## config.mk

```make
export PLATFORM = sky130hd
export DESIGN_NAME = mdio_core
export DESIGN_NICKNAME = d
export VERILOG_FILES = /design/src/mdio_pkg.sv /design/src/mdio_debounce.sv /design/src/mdio_core.sv
export SDC_FILE = /design/constraint.sdc
export NUM_CORES = 1
export LEC_CHECK = 0
export ABC_AREA = 1
export BUFFER_PORTS_ARGS = -buffer_cell sky130_fd_sc_hd__buf_4
export CAP_MARGIN = 20
export CORE_MARGIN = 3
export CORE_UTILIZATION = 55
export CTS_CLUSTER_SIZE = 14
export DETAILED_ROUTE_END_ITERATION = 6
export GPL_ROUTABILITY_DRIVEN = 0
export PLACE_DENSITY = 0.75
export SLEW_MARGIN = 10
export SYNTH_ARGS = -nofsm -noshare
export SYNTH_HDL_FRONTEND = slang
export SYNTH_SLANG_ARGS = --single-unit
```

## constraint.sdc

```tcl
create_clock -name aclk -period 2.46 [get_ports aclk]
set_input_delay 0.492 -clock aclk [delete_from_list [all_inputs] [get_ports aclk]]
set_output_delay 0.492 -clock aclk [all_outputs]
set_load 0.005 [all_outputs]
```

## src/mdio_pkg.sv

```systemverilog
`default_nettype none
package mdio_pkg;

  // Register byte offsets on the AXI4-Lite bus.
  localparam logic [7:0] ADDR_INPUT_SEL   = 8'h00;
  localparam logic [7:0] ADDR_OUTPUT_SEL  = 8'h04;
  localparam logic [7:0] ADDR_OVL_DELAY   = 8'h08;
  localparam logic [7:0] ADDR_WARN_LEVEL  = 8'h0c;
  localparam logic [7:0] ADDR_SPEED_BAND  = 8'h10;
  localparam logic [7:0] ADDR_CONTROL     = 8'h14;
  localparam logic [7:0] ADDR_STATUS      = 8'h18;
  localparam logic [7:0] ADDR_MOTOR_IN    = 8'h1c;
  localparam logic [7:0] ADDR_RATIO       = 8'h20;

  // Input function codes.
  localparam logic [2:0] IN_UNUSED       = 3'h0;
  localparam logic [2:0] IN_FORWARD      = 3'h1;
  localparam logic [2:0] IN_REVERSE      = 3'h2;
  localparam logic [2:0] IN_SEL0         = 3'h3;
  localparam logic [2:0] IN_SEL1         = 3'h4;
  localparam logic [2:0] IN_ALARM_CLEAR  = 3'h5;
  localparam logic [2:0] IN_EXT_FAULT    = 3'h6;
  localparam logic [2:0] IN_HOLD_RELEASE = 3'h7;

  // Output function codes.
  localparam logic [2:0] OUT_UNUSED      = 3'h0;
  localparam logic [2:0] OUT_PRIMARY     = 3'h1;
  localparam logic [2:0] OUT_SPEED_PULSE = 3'h2;
  localparam logic [2:0] OUT_OVERLOAD    = 3'h3;
  localparam logic [2:0] OUT_MOTION      = 3'h4;
  localparam logic [2:0] OUT_ATTAINED    = 3'h5;
  localparam logic [2:0] OUT_WARNING     = 3'h6;

  // Field positions and factory values.
  localparam int          IN_SEL_W      = 3;
  localparam logic [8:0]  RST_INPUT_SEL = {IN_REVERSE, IN_SEL0, IN_FORWARD};
  localparam logic [5:0]  RST_OUT_SEL   = {OUT_PRIMARY, OUT_SPEED_PULSE};
  localparam logic [9:0]  RST_OVL_DELAY = 10'h12c;
  localparam logic [9:0]  MIN_OVL_DELAY = 10'h001;
  localparam logic [9:0]  MAX_OVL_DELAY = 10'h258;
  localparam logic [9:0]  CAP_OVL_DELAY = 10'h032;
  localparam logic [7:0]  RST_WARN      = 8'h78;
  localparam logic [7:0]  MIN_WARN      = 8'h32;
  localparam logic [7:0]  MAX_WARN      = 8'h78;
  localparam logic [8:0]  RST_BAND      = 9'h0c8;
  localparam logic [8:0]  MAX_BAND      = 9'h190;
  localparam logic [15:0] RATIO_UNITY   = 16'h0064;
  localparam int          PULSES_PER_REV = 30;
  localparam int          CTRL_INIT_BIT  = 0;
  localparam int          ALARM_CODE_EXT = 1;
  localparam int          ALARM_CODE_OVL = 2;

  // Timing.
  localparam int CLK_HZ          = 200000000;
  localparam int PULSE_WIDTH_NS  = 200000;
  localparam int PULSE_CYCLES    = PULSE_WIDTH_NS / 5;
  localparam int TENTH_SEC_CYC   = CLK_HZ / 10;
  localparam int DEBOUNCE_CYCLES = 16;
  localparam int INIT_CYCLES     = 64;

endpackage
`default_nettype wire

```

## src/mdio_debounce.sv

```systemverilog
`timescale 1ns/1ps
`default_nettype none
module mdio_debounce #(
  parameter int CYCLES = 16
) (
  input  wire logic aclk,
  input  wire logic aresetn,
  input  wire logic raw_in,
  output logic      clean_out
);

  typedef struct packed {
    logic        s1;
    logic        s2;
    logic [15:0] cnt;
    logic        clean;
  } mdio_deb_s;

  mdio_deb_s st_q;
  mdio_deb_s st_d;

  // Two-stage synchroniser, then a level must stay stable CYCLES clocks.
  always_comb begin
    st_d    = st_q;
    st_d.s1 = raw_in;
    st_d.s2 = st_q.s1;
    if (st_q.s2 == st_q.clean) begin
      st_d.cnt = 16'h0000;
    end else if (st_q.cnt == 16'(CYCLES - 1)) begin
      st_d.cnt   = 16'h0000;
      st_d.clean = st_q.s2;
    end else begin
      st_d.cnt = st_q.cnt + 16'h0001;
    end
  end

  // State register.
  always_ff @(posedge aclk) begin
    if (!aresetn) begin
      st_q <= '0;
    end else begin
      st_q <= st_d;
    end
  end

  assign clean_out = st_q.clean;

endmodule
`default_nettype wire

```

## src/mdio_core.sv

```systemverilog
`timescale 1ns/1ps
`default_nettype none
module mdio_core #(
  parameter int TENTH_CYCLES = mdio_pkg::TENTH_SEC_CYC,
  parameter int DEB_CYCLES   = mdio_pkg::DEBOUNCE_CYCLES
) (
  input  wire logic        aclk,
  input  wire logic        aresetn,
  input  wire logic [31:0] s_axi_awaddr,
  input  wire logic        s_axi_awvalid,
  output logic             s_axi_awready,
  input  wire logic [31:0] s_axi_wdata,
  input  wire logic [3:0]  s_axi_wstrb,
  input  wire logic        s_axi_wvalid,
  output logic             s_axi_wready,
  output logic [1:0]       s_axi_bresp,
  output logic             s_axi_bvalid,
  input  wire logic        s_axi_bready,
  input  wire logic [31:0] s_axi_araddr,
  input  wire logic        s_axi_arvalid,
  output logic             s_axi_arready,
  output logic [31:0]      s_axi_rdata,
  output logic [1:0]       s_axi_rresp,
  output logic             s_axi_rvalid,
  input  wire logic        s_axi_rready,
  input  wire logic [2:0]  input_terminal,
  input  wire logic        shaft_rev_tick,
  input  wire logic        motor_rotating,
  output logic [1:0]       output_terminal,
  output logic             run_enable,
  output logic             run_reverse,
  output logic             instant_stop,
  output logic [1:0]       data_select,
  output logic             hold_enable
);

  // Motor-side quantities are carried in software-written measurement fields:
  // load factor, measured speed and a shaft-locked/over-region flag; the set speed is never written and stays zero.
  typedef struct packed {
    logic        aw_hold;
    logic [7:0]  awaddr;
    logic        w_hold;
    logic [31:0] wdata;
    logic [3:0]  wstrb;
    logic        bvalid;
    logic [1:0]  bresp;
    logic        rvalid;
    logic [31:0] rdata;
    logic [1:0]  rresp;
    logic [8:0]  in_sel;
    logic [5:0]  out_sel;
    logic [9:0]  ovl_delay;
    logic [7:0]  warn_level;
    logic [8:0]  band;
    logic [15:0] inc_ratio;
    logic [15:0] red_ratio;
    logic [7:0]  load_pct;
    logic [12:0] meas_speed;
    logic [12:0] set_speed;
    logic        heavy_load;
    logic        hold_cfg;
    logic        alarm;
    logic [1:0]  alarm_code;
    logic [9:0]  ovl_tenths;
    logic [31:0] tenth_cnt;
    logic [5:0]  pulse_slot;
    logic [16:0] pulse_cnt;
    logic        pulse_out;
    logic [7:0]  init_cnt;
    logic [1:0]  out_term;
    logic        run_en;
    logic        run_rev;
    logic        stop_now;
    logic [1:0]  dsel;
    logic        hold_en;
  } mdio_core_s;

  mdio_core_s st_q;
  mdio_core_s st_d;

  logic [2:0] term_clean;
  logic       forward_run_in;
  logic       reverse_run_in;
  logic       sel0;
  logic       sel1;
  logic       aclr;
  logic       ext_ok;
  logic       hrel;
  logic       any_ext;
  logic       limited_load;
  logic       warn_cond;
  logic       ovl_fault;
  logic       attained;
  logic [9:0] ovl_limit;
  logic [12:0] spd_diff;
  logic [6:0] func_vec;

  // Debounce each input terminal.
  // synchronise and debounce
  genvar gi;
  generate
    for (gi = 0; gi < 3; gi++) begin : g_deb
      mdio_debounce #(
        .CYCLES (DEB_CYCLES)
      ) u_deb (
        .aclk      (aclk),
        .aresetn   (aresetn),
        .raw_in    (input_terminal[gi]),
        .clean_out (term_clean[gi])
      );
    end
  endgenerate

  // Map terminals onto input functions.
  always_comb begin
    forward_run_in     = 1'b0;
    reverse_run_in     = 1'b0;
    sel0    = 1'b0;
    sel1    = 1'b0;
    aclr    = 1'b0;
    any_ext = 1'b0;
    ext_ok  = 1'b1;
    hrel    = 1'b0;
    for (int i = 0; i < 3; i++) begin
      case (st_q.in_sel[i*mdio_pkg::IN_SEL_W +: mdio_pkg::IN_SEL_W])
        mdio_pkg::IN_FORWARD:      forward_run_in  = forward_run_in | term_clean[i];
        mdio_pkg::IN_REVERSE:      reverse_run_in  = reverse_run_in | term_clean[i];
        mdio_pkg::IN_SEL0:         sel0 = sel0 | term_clean[i];
        mdio_pkg::IN_SEL1:         sel1 = sel1 | term_clean[i];
        mdio_pkg::IN_ALARM_CLEAR:  aclr = aclr | term_clean[i];
        mdio_pkg::IN_EXT_FAULT: begin
          any_ext = 1'b1;
          ext_ok  = ext_ok & term_clean[i];
        end
        mdio_pkg::IN_HOLD_RELEASE: hrel = hrel | term_clean[i];
        default: begin
        end
      endcase
    end
    // An active-low fault acts when any of its terminals opens.
    if (!any_ext) begin
      ext_ok = 1'b1;
    end
  end

  // Load and speed monitors.
  always_comb begin
    warn_cond    = st_q.load_pct > st_q.warn_level;
    limited_load = st_q.load_pct > 8'h64;
    if (st_q.heavy_load && st_q.ovl_delay > mdio_pkg::CAP_OVL_DELAY) begin
      ovl_limit = mdio_pkg::CAP_OVL_DELAY;
    end else begin
      ovl_limit = st_q.ovl_delay;
    end
    spd_diff = (st_q.meas_speed > st_q.set_speed) ? st_q.meas_speed - st_q.set_speed
                                                  : st_q.set_speed - st_q.meas_speed;
    attained  = motor_rotating && (spd_diff <= 13'(st_q.band));
    ovl_fault = st_q.alarm && (st_q.alarm_code == 2'(mdio_pkg::ALARM_CODE_OVL));
    func_vec[0] = !st_q.alarm;
    func_vec[1] = st_q.pulse_out;
    func_vec[2] = !(warn_cond || ovl_fault);
    func_vec[3] = st_q.run_en;
    func_vec[4] = attained;
    func_vec[5] = warn_cond;
    func_vec[6] = 1'b0;
  end

  // Next-state logic: bus slave, configuration, control and outputs.
  always_comb begin
    st_d = st_q;
    if (s_axi_awvalid && !st_q.aw_hold) begin
      st_d.aw_hold = 1'b1;
      st_d.awaddr  = s_axi_awaddr[7:0];
    end
    if (s_axi_wvalid && !st_q.w_hold) begin
      st_d.w_hold = 1'b1;
      st_d.wdata  = s_axi_wdata;
      st_d.wstrb  = s_axi_wstrb;
    end
    if (s_axi_bvalid && s_axi_bready) begin
      st_d.bvalid = 1'b0;
    end
    // Commit a write once address and data are both held.
    if (st_q.aw_hold && st_q.w_hold && !st_q.bvalid) begin
      st_d.aw_hold = 1'b0;
      st_d.w_hold  = 1'b0;
      st_d.bvalid  = 1'b1;
      st_d.bresp   = 2'b00;
      case (st_q.awaddr)
        mdio_pkg::ADDR_INPUT_SEL:  st_d.in_sel  = st_q.wdata[8:0];
        mdio_pkg::ADDR_OUTPUT_SEL: st_d.out_sel = st_q.wdata[5:0];
        mdio_pkg::ADDR_OVL_DELAY: begin
          if (st_q.wdata[9:0] >= mdio_pkg::MIN_OVL_DELAY && st_q.wdata[9:0] <= mdio_pkg::MAX_OVL_DELAY) begin
            st_d.ovl_delay = st_q.wdata[9:0];
          end else begin
            st_d.bresp = 2'b10;
          end
        end
        mdio_pkg::ADDR_WARN_LEVEL: begin
          if (st_q.wdata[7:0] >= mdio_pkg::MIN_WARN && st_q.wdata[7:0] <= mdio_pkg::MAX_WARN) begin
            st_d.warn_level = st_q.wdata[7:0];
          end else begin
            st_d.bresp = 2'b10;
          end
        end
        mdio_pkg::ADDR_SPEED_BAND: begin
          if (st_q.wdata[8:0] <= mdio_pkg::MAX_BAND) begin
            st_d.band = st_q.wdata[8:0];
          end else begin
            st_d.bresp = 2'b10;
          end
        end
        mdio_pkg::ADDR_CONTROL: begin
          st_d.hold_cfg = st_q.wdata[1];
          if (st_q.wdata[mdio_pkg::CTRL_INIT_BIT]) begin
            st_d.init_cnt = 8'(mdio_pkg::INIT_CYCLES);
          end
        end
        mdio_pkg::ADDR_MOTOR_IN: begin
          st_d.load_pct   = st_q.wdata[7:0];
          st_d.meas_speed = st_q.wdata[20:8];
          st_d.heavy_load = st_q.wdata[31];
        end
        mdio_pkg::ADDR_RATIO: begin
          st_d.inc_ratio = st_q.wdata[15:0];
          st_d.red_ratio = st_q.wdata[31:16];
        end
        default: st_d.bresp = 2'b10;
      endcase
    end
    // Read channel answers one cycle after the address is taken.
    if (s_axi_rvalid && s_axi_rready) begin
      st_d.rvalid = 1'b0;
    end
    if (s_axi_arvalid && !st_q.rvalid) begin
      st_d.rvalid = 1'b1;
      st_d.rresp  = 2'b00;
      st_d.rdata  = 32'h00000000;
      case (s_axi_araddr[7:0])
        mdio_pkg::ADDR_INPUT_SEL:  st_d.rdata[8:0] = st_q.in_sel;
        mdio_pkg::ADDR_OUTPUT_SEL: st_d.rdata[5:0] = st_q.out_sel;
        mdio_pkg::ADDR_OVL_DELAY:  st_d.rdata[9:0] = st_q.ovl_delay;
        mdio_pkg::ADDR_WARN_LEVEL: st_d.rdata[7:0] = st_q.warn_level;
        mdio_pkg::ADDR_SPEED_BAND: st_d.rdata[8:0] = st_q.band;
        mdio_pkg::ADDR_CONTROL:    st_d.rdata[1:0] = {st_q.hold_cfg, st_q.init_cnt != 8'h00};
        mdio_pkg::ADDR_STATUS: begin
          st_d.rdata[31:16] = (st_q.inc_ratio == mdio_pkg::RATIO_UNITY) ? st_q.red_ratio : st_q.inc_ratio;
          st_d.rdata[8:0]   = {st_q.alarm_code, st_q.alarm, warn_cond, attained,
                               st_q.run_en, st_q.hold_en, term_clean[1:0]};
        end
        mdio_pkg::ADDR_MOTOR_IN:   st_d.rdata = {st_q.heavy_load, 10'h000, st_q.meas_speed, st_q.load_pct};
        mdio_pkg::ADDR_RATIO:      st_d.rdata = {st_q.red_ratio, st_q.inc_ratio};
        default:                   st_d.rresp = 2'b10;
      endcase
    end

    if (st_q.init_cnt != 8'h00) begin
      st_d.init_cnt   = st_q.init_cnt - 8'h01;
      st_d.in_sel     = mdio_pkg::RST_INPUT_SEL;
      st_d.out_sel    = mdio_pkg::RST_OUT_SEL;
      st_d.ovl_delay  = mdio_pkg::RST_OVL_DELAY;
      st_d.warn_level = mdio_pkg::RST_WARN;
      st_d.band       = mdio_pkg::RST_BAND;
      st_d.inc_ratio  = mdio_pkg::RATIO_UNITY;
      st_d.red_ratio  = mdio_pkg::RATIO_UNITY;
      st_d.hold_cfg   = 1'b0;
    end

    // Overload timer counts tenths of a second while loaded.
    if (limited_load || st_q.heavy_load) begin
      if (st_q.tenth_cnt == 32'(TENTH_CYCLES - 1)) begin
        st_d.tenth_cnt = 32'h00000000;
        if (st_q.ovl_tenths < ovl_limit) begin
          st_d.ovl_tenths = st_q.ovl_tenths + 10'h001;
        end
      end else begin
        st_d.tenth_cnt = st_q.tenth_cnt + 32'h00000001;
      end
    end else begin
      st_d.tenth_cnt  = 32'h00000000;
      st_d.ovl_tenths = 10'h000;
    end

    if (aclr) begin
      st_d.alarm      = 1'b0;
      st_d.alarm_code = 2'b00;
    end
    if (st_q.ovl_tenths >= ovl_limit && (limited_load || st_q.heavy_load)) begin
      st_d.alarm      = 1'b1;
      st_d.alarm_code = 2'(mdio_pkg::ALARM_CODE_OVL);
    end
    if (!ext_ok) begin
      st_d.alarm      = 1'b1;
      st_d.alarm_code = 2'(mdio_pkg::ALARM_CODE_EXT);
    end

    st_d.run_en   = (forward_run_in ^ reverse_run_in) && !st_d.alarm;
    st_d.run_rev  = reverse_run_in && !forward_run_in;
    st_d.stop_now = (forward_run_in && reverse_run_in) || !ext_ok || st_d.alarm;
    st_d.dsel     = {sel1, sel0};
    st_d.hold_en  = st_q.hold_cfg && !hrel && !motor_rotating;

    if (shaft_rev_tick) begin
      st_d.pulse_slot = 6'(mdio_pkg::PULSES_PER_REV);
    end
    // The period counter needs 17 bits: two pulse widths exceed a 16-bit range.
    // Loading one less than the period keeps high and low phases equally long.
    if (st_q.pulse_cnt != 17'h00000) begin
      st_d.pulse_cnt = st_q.pulse_cnt - 17'h00001;
      st_d.pulse_out = (st_q.pulse_cnt > 17'(mdio_pkg::PULSE_CYCLES));
    end else if (st_q.pulse_slot != 6'h00 && !shaft_rev_tick) begin
      st_d.pulse_slot = st_q.pulse_slot - 6'h01;
      st_d.pulse_cnt  = 17'(2 * mdio_pkg::PULSE_CYCLES - 1);
      st_d.pulse_out  = 1'b1;
    end else begin
      st_d.pulse_out = 1'b0;
    end

    for (int t = 0; t < 2; t++) begin
      case (st_q.out_sel[t*3 +: 3])
        mdio_pkg::OUT_UNUSED: st_d.out_term[t] = 1'b0;
        default:              st_d.out_term[t] = func_vec[3'(st_q.out_sel[t*3 +: 3] - 3'h1)];
      endcase
    end
  end

  always_ff @(posedge aclk) begin
    if (!aresetn) begin
      st_q            <= '0;
      st_q.in_sel     <= mdio_pkg::RST_INPUT_SEL;
      st_q.out_sel    <= mdio_pkg::RST_OUT_SEL;
      st_q.ovl_delay  <= mdio_pkg::RST_OVL_DELAY;
      st_q.warn_level <= mdio_pkg::RST_WARN;
      st_q.band       <= mdio_pkg::RST_BAND;
      st_q.inc_ratio  <= mdio_pkg::RATIO_UNITY;
      st_q.red_ratio  <= mdio_pkg::RATIO_UNITY;
    end else begin
      st_q <= st_d;
    end
  end

  // Bus handshakes and terminal outputs.
  assign s_axi_awready   = !st_q.aw_hold;
  assign s_axi_wready    = !st_q.w_hold;
  assign s_axi_bvalid    = st_q.bvalid;
  assign s_axi_bresp     = st_q.bresp;
  assign s_axi_arready   = !st_q.rvalid;
  assign s_axi_rvalid    = st_q.rvalid;
  assign s_axi_rdata     = st_q.rdata;
  assign s_axi_rresp     = st_q.rresp;
  assign output_terminal = st_q.out_term;
  assign run_enable      = st_q.run_en;
  assign run_reverse     = st_q.run_rev;
  assign instant_stop    = st_q.stop_now;
  assign data_select     = st_q.dsel;
  assign hold_enable     = st_q.hold_en;

endmodule
`default_nettype wire

```

# Word level (Yosys, flattened, before mapping)
# Index checks and enable logic that the tools add are counted.
op_classes:
  add_sub_neg: 11
  magnitude_cmp: 15
  eq_ne: 46
  mux: 60
  n_bitwise: 20
  n_reduce_logical: 74
op_table:
  columns: ["cell", "count"]
  rows:
  - ["$eq A8 B5 Y1 const B", 7]
  - ["$add A16 B1 Y16 const B", 3]
  - ["$eq A16 B4 Y1 const B", 3]
  - ["$pmux W16 S3", 1]
  - ["$eq A3 B3 Y1 const B", 12]
  - ["$mux W35", 1]
  - ["$add A32 B1 Y32 const B", 1]
  - ["$eq A32 B25 Y1 const B", 1]
  - ["$eq A8 B4 Y1 const B", 4]
  - ["$mux W8", 4]
  - ["$pmux W4 S8", 1]
  - ["$mux W1", 30]
  - ["$mux W23", 1]
  - ["$reduce_and A2 Y1", 11]
  - ["$logic_and A1 B1 Y1", 19]
  - ["$eq A3 B2 Y1 const B", 6]
  - ["$mux W18", 1]
  - ["$pmux W2 S9", 1]
  - ["$gt A17 B16 Y1 const B", 1]
  - ["$reduce_bool A17 Y1", 1]
  - ["$sub A17 B1 Y17 const B", 1]
  - ["$eq A16 B7 Y1 const B", 1]
  - ["$eq A8 B3 Y1 const B", 2]
  - ["$eq A8 B6 Y1 const B", 2]
  - ["50 further kinds", 111]
word_totals:
  reg_bits: 319
  output_inout_bits: 49

# Longest topological paths before layout
logic_depth:
  ltp_word: 11
  depth_mapped: 17
  mapped_depth_nobuf: 17

# Modules after synthesis
# From an unflattened synthesis, not the netlist that was laid out.
unflattened:
  hier_cells: 2296
  hier_area_um2: 16259.3
modules_own_cells:
  columns: ["module", "instances", "cells_each", "area_per_inst_um2", "seq_area_each_um2"]
  rows:
  - ["mdio_core", 1, 1903, 13365.3, 5205.0]
  - ["mdio_debounce (g_deb[0].u_deb ...)", 2, 130, 978.4, 380.4]
  - ["mdio_debounce (g_deb[2].u_deb)", 1, 133, 937.1, 380.4]

# Worst setup path before layout
# No wires, ideal clock.
synth_timing:
  path_kind: "reg-to-reg"
  from: "reg st_q[172] (netlist bit)"
  to: "reg st_q[72] (netlist bit)"
  setup_ns: 0.126
  arrival_ns: 2.060
  t_required_ns: 2.334
  slack_ns: 0.274
  path_stages_with_launch: 18
  n_path_buf: 1
  cell_sequence: "dfxtp_1 > nor2_1 > nand2_1 > nand3_1 > a21oi_1 > inv_1 > nand2_1 > ha_1 > nand2_1 > inv_1 > nor2_1 > o21a_1 > nand2_1 > nor2_1 > buf_6 > nand2_8 > xor2_2 > nor2_2"
synth_via:
  elab_chain_len: 5
synth_lines:
  columns: ["item", "line", "text"]
  rows:
  - ["start: declaration", "mdio_core.sv:78", "mdio_core_s st_q;"]
  - ["start signal: assignment", "mdio_core.sv:338", "st_q <= st_d;"]
  - ["$gt A10 B6 Y1", "mdio_core.sv:150", "if (st_q.heavy_load && st_q.ovl_delay > mdio_pkg::CAP_OVL_DELAY) begin"]
  - ["$logic_and A1 B1 Y1", "mdio_core.sv:150", null]
  - ["$mux W10 *", "mdio_core.sv:150", null]
  - ["$lt A10 B10 Y1 *", "mdio_core.sv:273", "if (st_q.ovl_tenths < ovl_limit) begin"]
  - ["$reduce_and A2 Y1 (no source line) *", null, null]
# Mark *: on every way between the ends. The rest lies on a longest branch, timed or not.
# A chain may end at the register's enable or synchronous reset.

# Final worst setup path
layout_timing:
  from: "reg st_q[178] (netlist bit)"
  to: "reg st_q, in the netlist instant_stop"
layout_via:
  elab_chain_len: 8
layout_lines:
  columns: ["item", "line", "text"]
  rows:
  - ["$gt A10 B6 Y1", "mdio_core.sv:150", null]
  - ["$logic_and A1 B1 Y1", "mdio_core.sv:150", null]
  - ["$mux W10 *", "mdio_core.sv:150", null]
  - ["$ge A10 B10 Y1 *", "mdio_core.sv:288", "if (st_q.ovl_tenths >= ovl_limit && (limited_load || st_q.heavy_load)) begin"]
  - ["$logic_and A1 B1 Y1 *", "mdio_core.sv:288", null]
  - ["$mux W3 *", "mdio_core.sv:288", null]
  - ["$mux W3 *", "mdio_core.sv:292", "if (!ext_ok) begin"]
  - ["$logic_or A1 B1 Y1 *", "mdio_core.sv:299", "st_d.stop_now = (forward_run_in && reverse_run_in) || !ext_ok || st_d.alarm;"]
# Marks and branches as above.

==> out/results.txt <==
Outcome: completed
Cell taking the most area after synthesis: dfxtp_1
Post-synth top area share: 39.9%
Core Util, Final: 64.1%
Endpoints failing setup: 0
Layout area overhead: 13.5%
Post-synth EDFFs: 0
Final setup margin: 0.119 ns
First-pass GRT wire length: 67,800 µm
Setup TNS: 0 ns
Layout cells sized above 1: 12.7%
# DRC: 0
Nature of the critical path endpoint: flip-flop
Chip width: 176 µm
CTS tree: done
Largest net degree at the start of global routing: 53
Clock root buffer: clkbuf_16
Clock sink count: 317
Vias in the first global route: 13,667
Final Hold Viols: 0
Register-to-register setup slack: 0.12 ns
Fin crit period: 2.34 ns
GRT overflow: 0
Total power: 13.5 mW
NumNets Final: 2,426
H-tree depth: 2
Critical R2R Capture: instant_stop
Pre-CTS WS: 0.0899 ns
Final Cycle Share: 95.2%
Ant diodes: 0
Worst Tran Pin Value: 0.770 ns
Synthesized area per cell: 7.22 µm²
Worst-path fanout max: 4
WHS: 0.174 ns
Synth cell count leaders: 352 x nand2_1, 317 x dfxtp_1, 293 x inv_1
Yosys warns: 0
Req. time, crit path: 2.86 ns
Via count: 14,792
Crit path from: st_q[178]
Initial Utilization: 56.5%
Gr usage total: 26.3%
Clk buf depth: 3
HP Class: in -> reg
Core Box Area: 28,200 µm²
I/O pin count: 161
Total placed instance area: 16,800 µm²
Clk_lat worst skew: 0.51 ns
Final Slew Violations: 0
Post-Place Cells: 2,609
Leak: 7.59 nW
Initial antenna violation count: 0
Area contributors post-synth: dfxtp_1 40%, nand2_1 8.3%, inv_1 6.9%
Slew margin rel.: 48.6%
DRT Wirelength: 41,600 µm
Critical path destination: instant_stop
Clk_skew: 0.0101 ns
Power per Cell Area: 749 nW/µm²
Die Ht: 176 µm
Netlist cell types: 62
Async SR Flop Fraction: 0%
CTS Buf Count: 36
Sequential area share after synthesis: 39.9%
Post-synthesis cell count: 2,203
RR Startpoint: st_q[178]
Post-detail-place hpwl: 30,300 µm
Crit Path Class: reg -> reg
Detail Route Antenna Nets: 0
Startpoint types: flip-flop
Peak supply drop: 0.886 mV
Drt pass-1 iters: 5
FMAX: 0.427 GHz
Count leader, synth: nand2_1
Die Footprint: 31,000 µm²
Port Buf Inserts: 106
Synthesis-stage register bit count: 317
Routed len/inst: 15.6 µm
Mapped Area: 15,900 µm²
Dominant synthesized flop cell: dfxtp_1
Worst Path Arrival: 2.74 ns
Worst-path clk slew: 0.06 ns
Worst Reg2Reg Path Length in Cells: 14
Design Area, Final: 18,000 µm²
Vias per cell: 5.54
Max cap viols: 0
Iteration-0 DRC Markers: 1,536
Fin cells: 2,670
Rows: 61
how the worst min path moves through the flow:
stage	depth (start not counted)	end	from	slack, ns
finish	3	g_deb[2].u_deb.st_d[17]	input_terminal[2]	0.17
global route	2	st_q[34]	shaft_rev_tick	0.19
CTS	3	g_deb[0].u_deb.st_d[17]	input_terminal[0]	0.16
detailed placement	1	st_q[8]	st_q[8]	0.42
global placement	2	g_deb[2].u_deb.st_q[17]	g_deb[2].u_deb.st_d[17]	0.41
floorplan	2	g_deb[0].u_deb.st_q[17]	g_deb[0].u_deb.st_d[17]	0.39
power breakdown:
group          leakage [nW]  total, mW  internal, mW  switching (mW)
logic                  4.41       2.28         0.826            1.45
clock network         0.608       5.57          3.49            2.08
registers              2.57       5.67          5.41           0.265
kinds of logic after synthesis:
kind of cell    after synthesis  synth area share, %
simple gates                919                 27.0
compound gates              454                 15.3
buf+inv                     417                 11.5
flops                       317                 39.9
xor+xnor                     52                 2.91
fa+ha+maj                    43                 3.38
other cells                   1               0.0236
metal layers:
layer	routed length [µm]	share of wire (%)	global-route usage, %	vias to the layer above
met2	18300	44	40.8	523
met5	0	0	0	-
met3	3330	8.0	5.01	85
li1	-	-	-	7325
met1	19000	46	37.5	6859
met4	997	2.4	7.79	0
cells in the final DEF (no fill, tap or decap), drive strengths merged, types with 2 or more instances in the layout:
cell type and n:
nor3b 6, nor4 13, clkbuf 49, o21a 5, nor2 257, xor2 42
conb 2, o221ai 7, xnor2 10, buf 139, nand3b 8, bufinv 5
ha 43, clkinv 7, nand4 49, o22ai 17, o31ai 3, o211ai 17
or2 8, a21oi 207, nand2 372, o21ai 180, a31oi 5, o21bai 4
nor3 80, nand3 124, a211oi 2, inv 305, dfxtp 317
worst max-delay path, stage by stage (launching register included):
cell and delay [ns]:
dfxtp_2 0.35, nor4_4 0.28, a21oi_2 0.10, buf_4 0.15, nor2_1 0.12, ha_1 0.27, inv_1 0.06, nor2_1 0.03
o211ai_1 0.15, nand2_1 0.12, nor2_4 0.16, nand2_1 0.08, nand2_2 0.12, nand2_1 0.09, o21a_1 0.17
cell type report:
class,instances,area (µm²)
clock buffer,49,1050
clock inverter,10,175
fill,2461,10100
inverter,307,1150
multi-input combinational,1470,7780
sequential,317,6350
tap,378,473
timing repair buffer,139,1070
registers in the layout, summed over array words and instances, names as in the netlist, 2 cells and up:
| signal | cells |
|---|---|
| data_select | 2 |
| g_deb.u_deb.clean_out | 3 |
| g_deb.u_deb.st_d | 3 |
| g_deb.u_deb.st_q | 51 |
| output_terminal | 2 |
| s_axi_rdata | 32 |
| st_q | 215 |
repair_timing:
item                                    CTS  global route
hold buffers                              0             0
setup buffers                             0             1
endpoints found under the hold margin     0             0
endpoints found under the setup margin    0            15
resized for setup                         0            14
No activity file was read; power rests on OpenSTA's default activity.
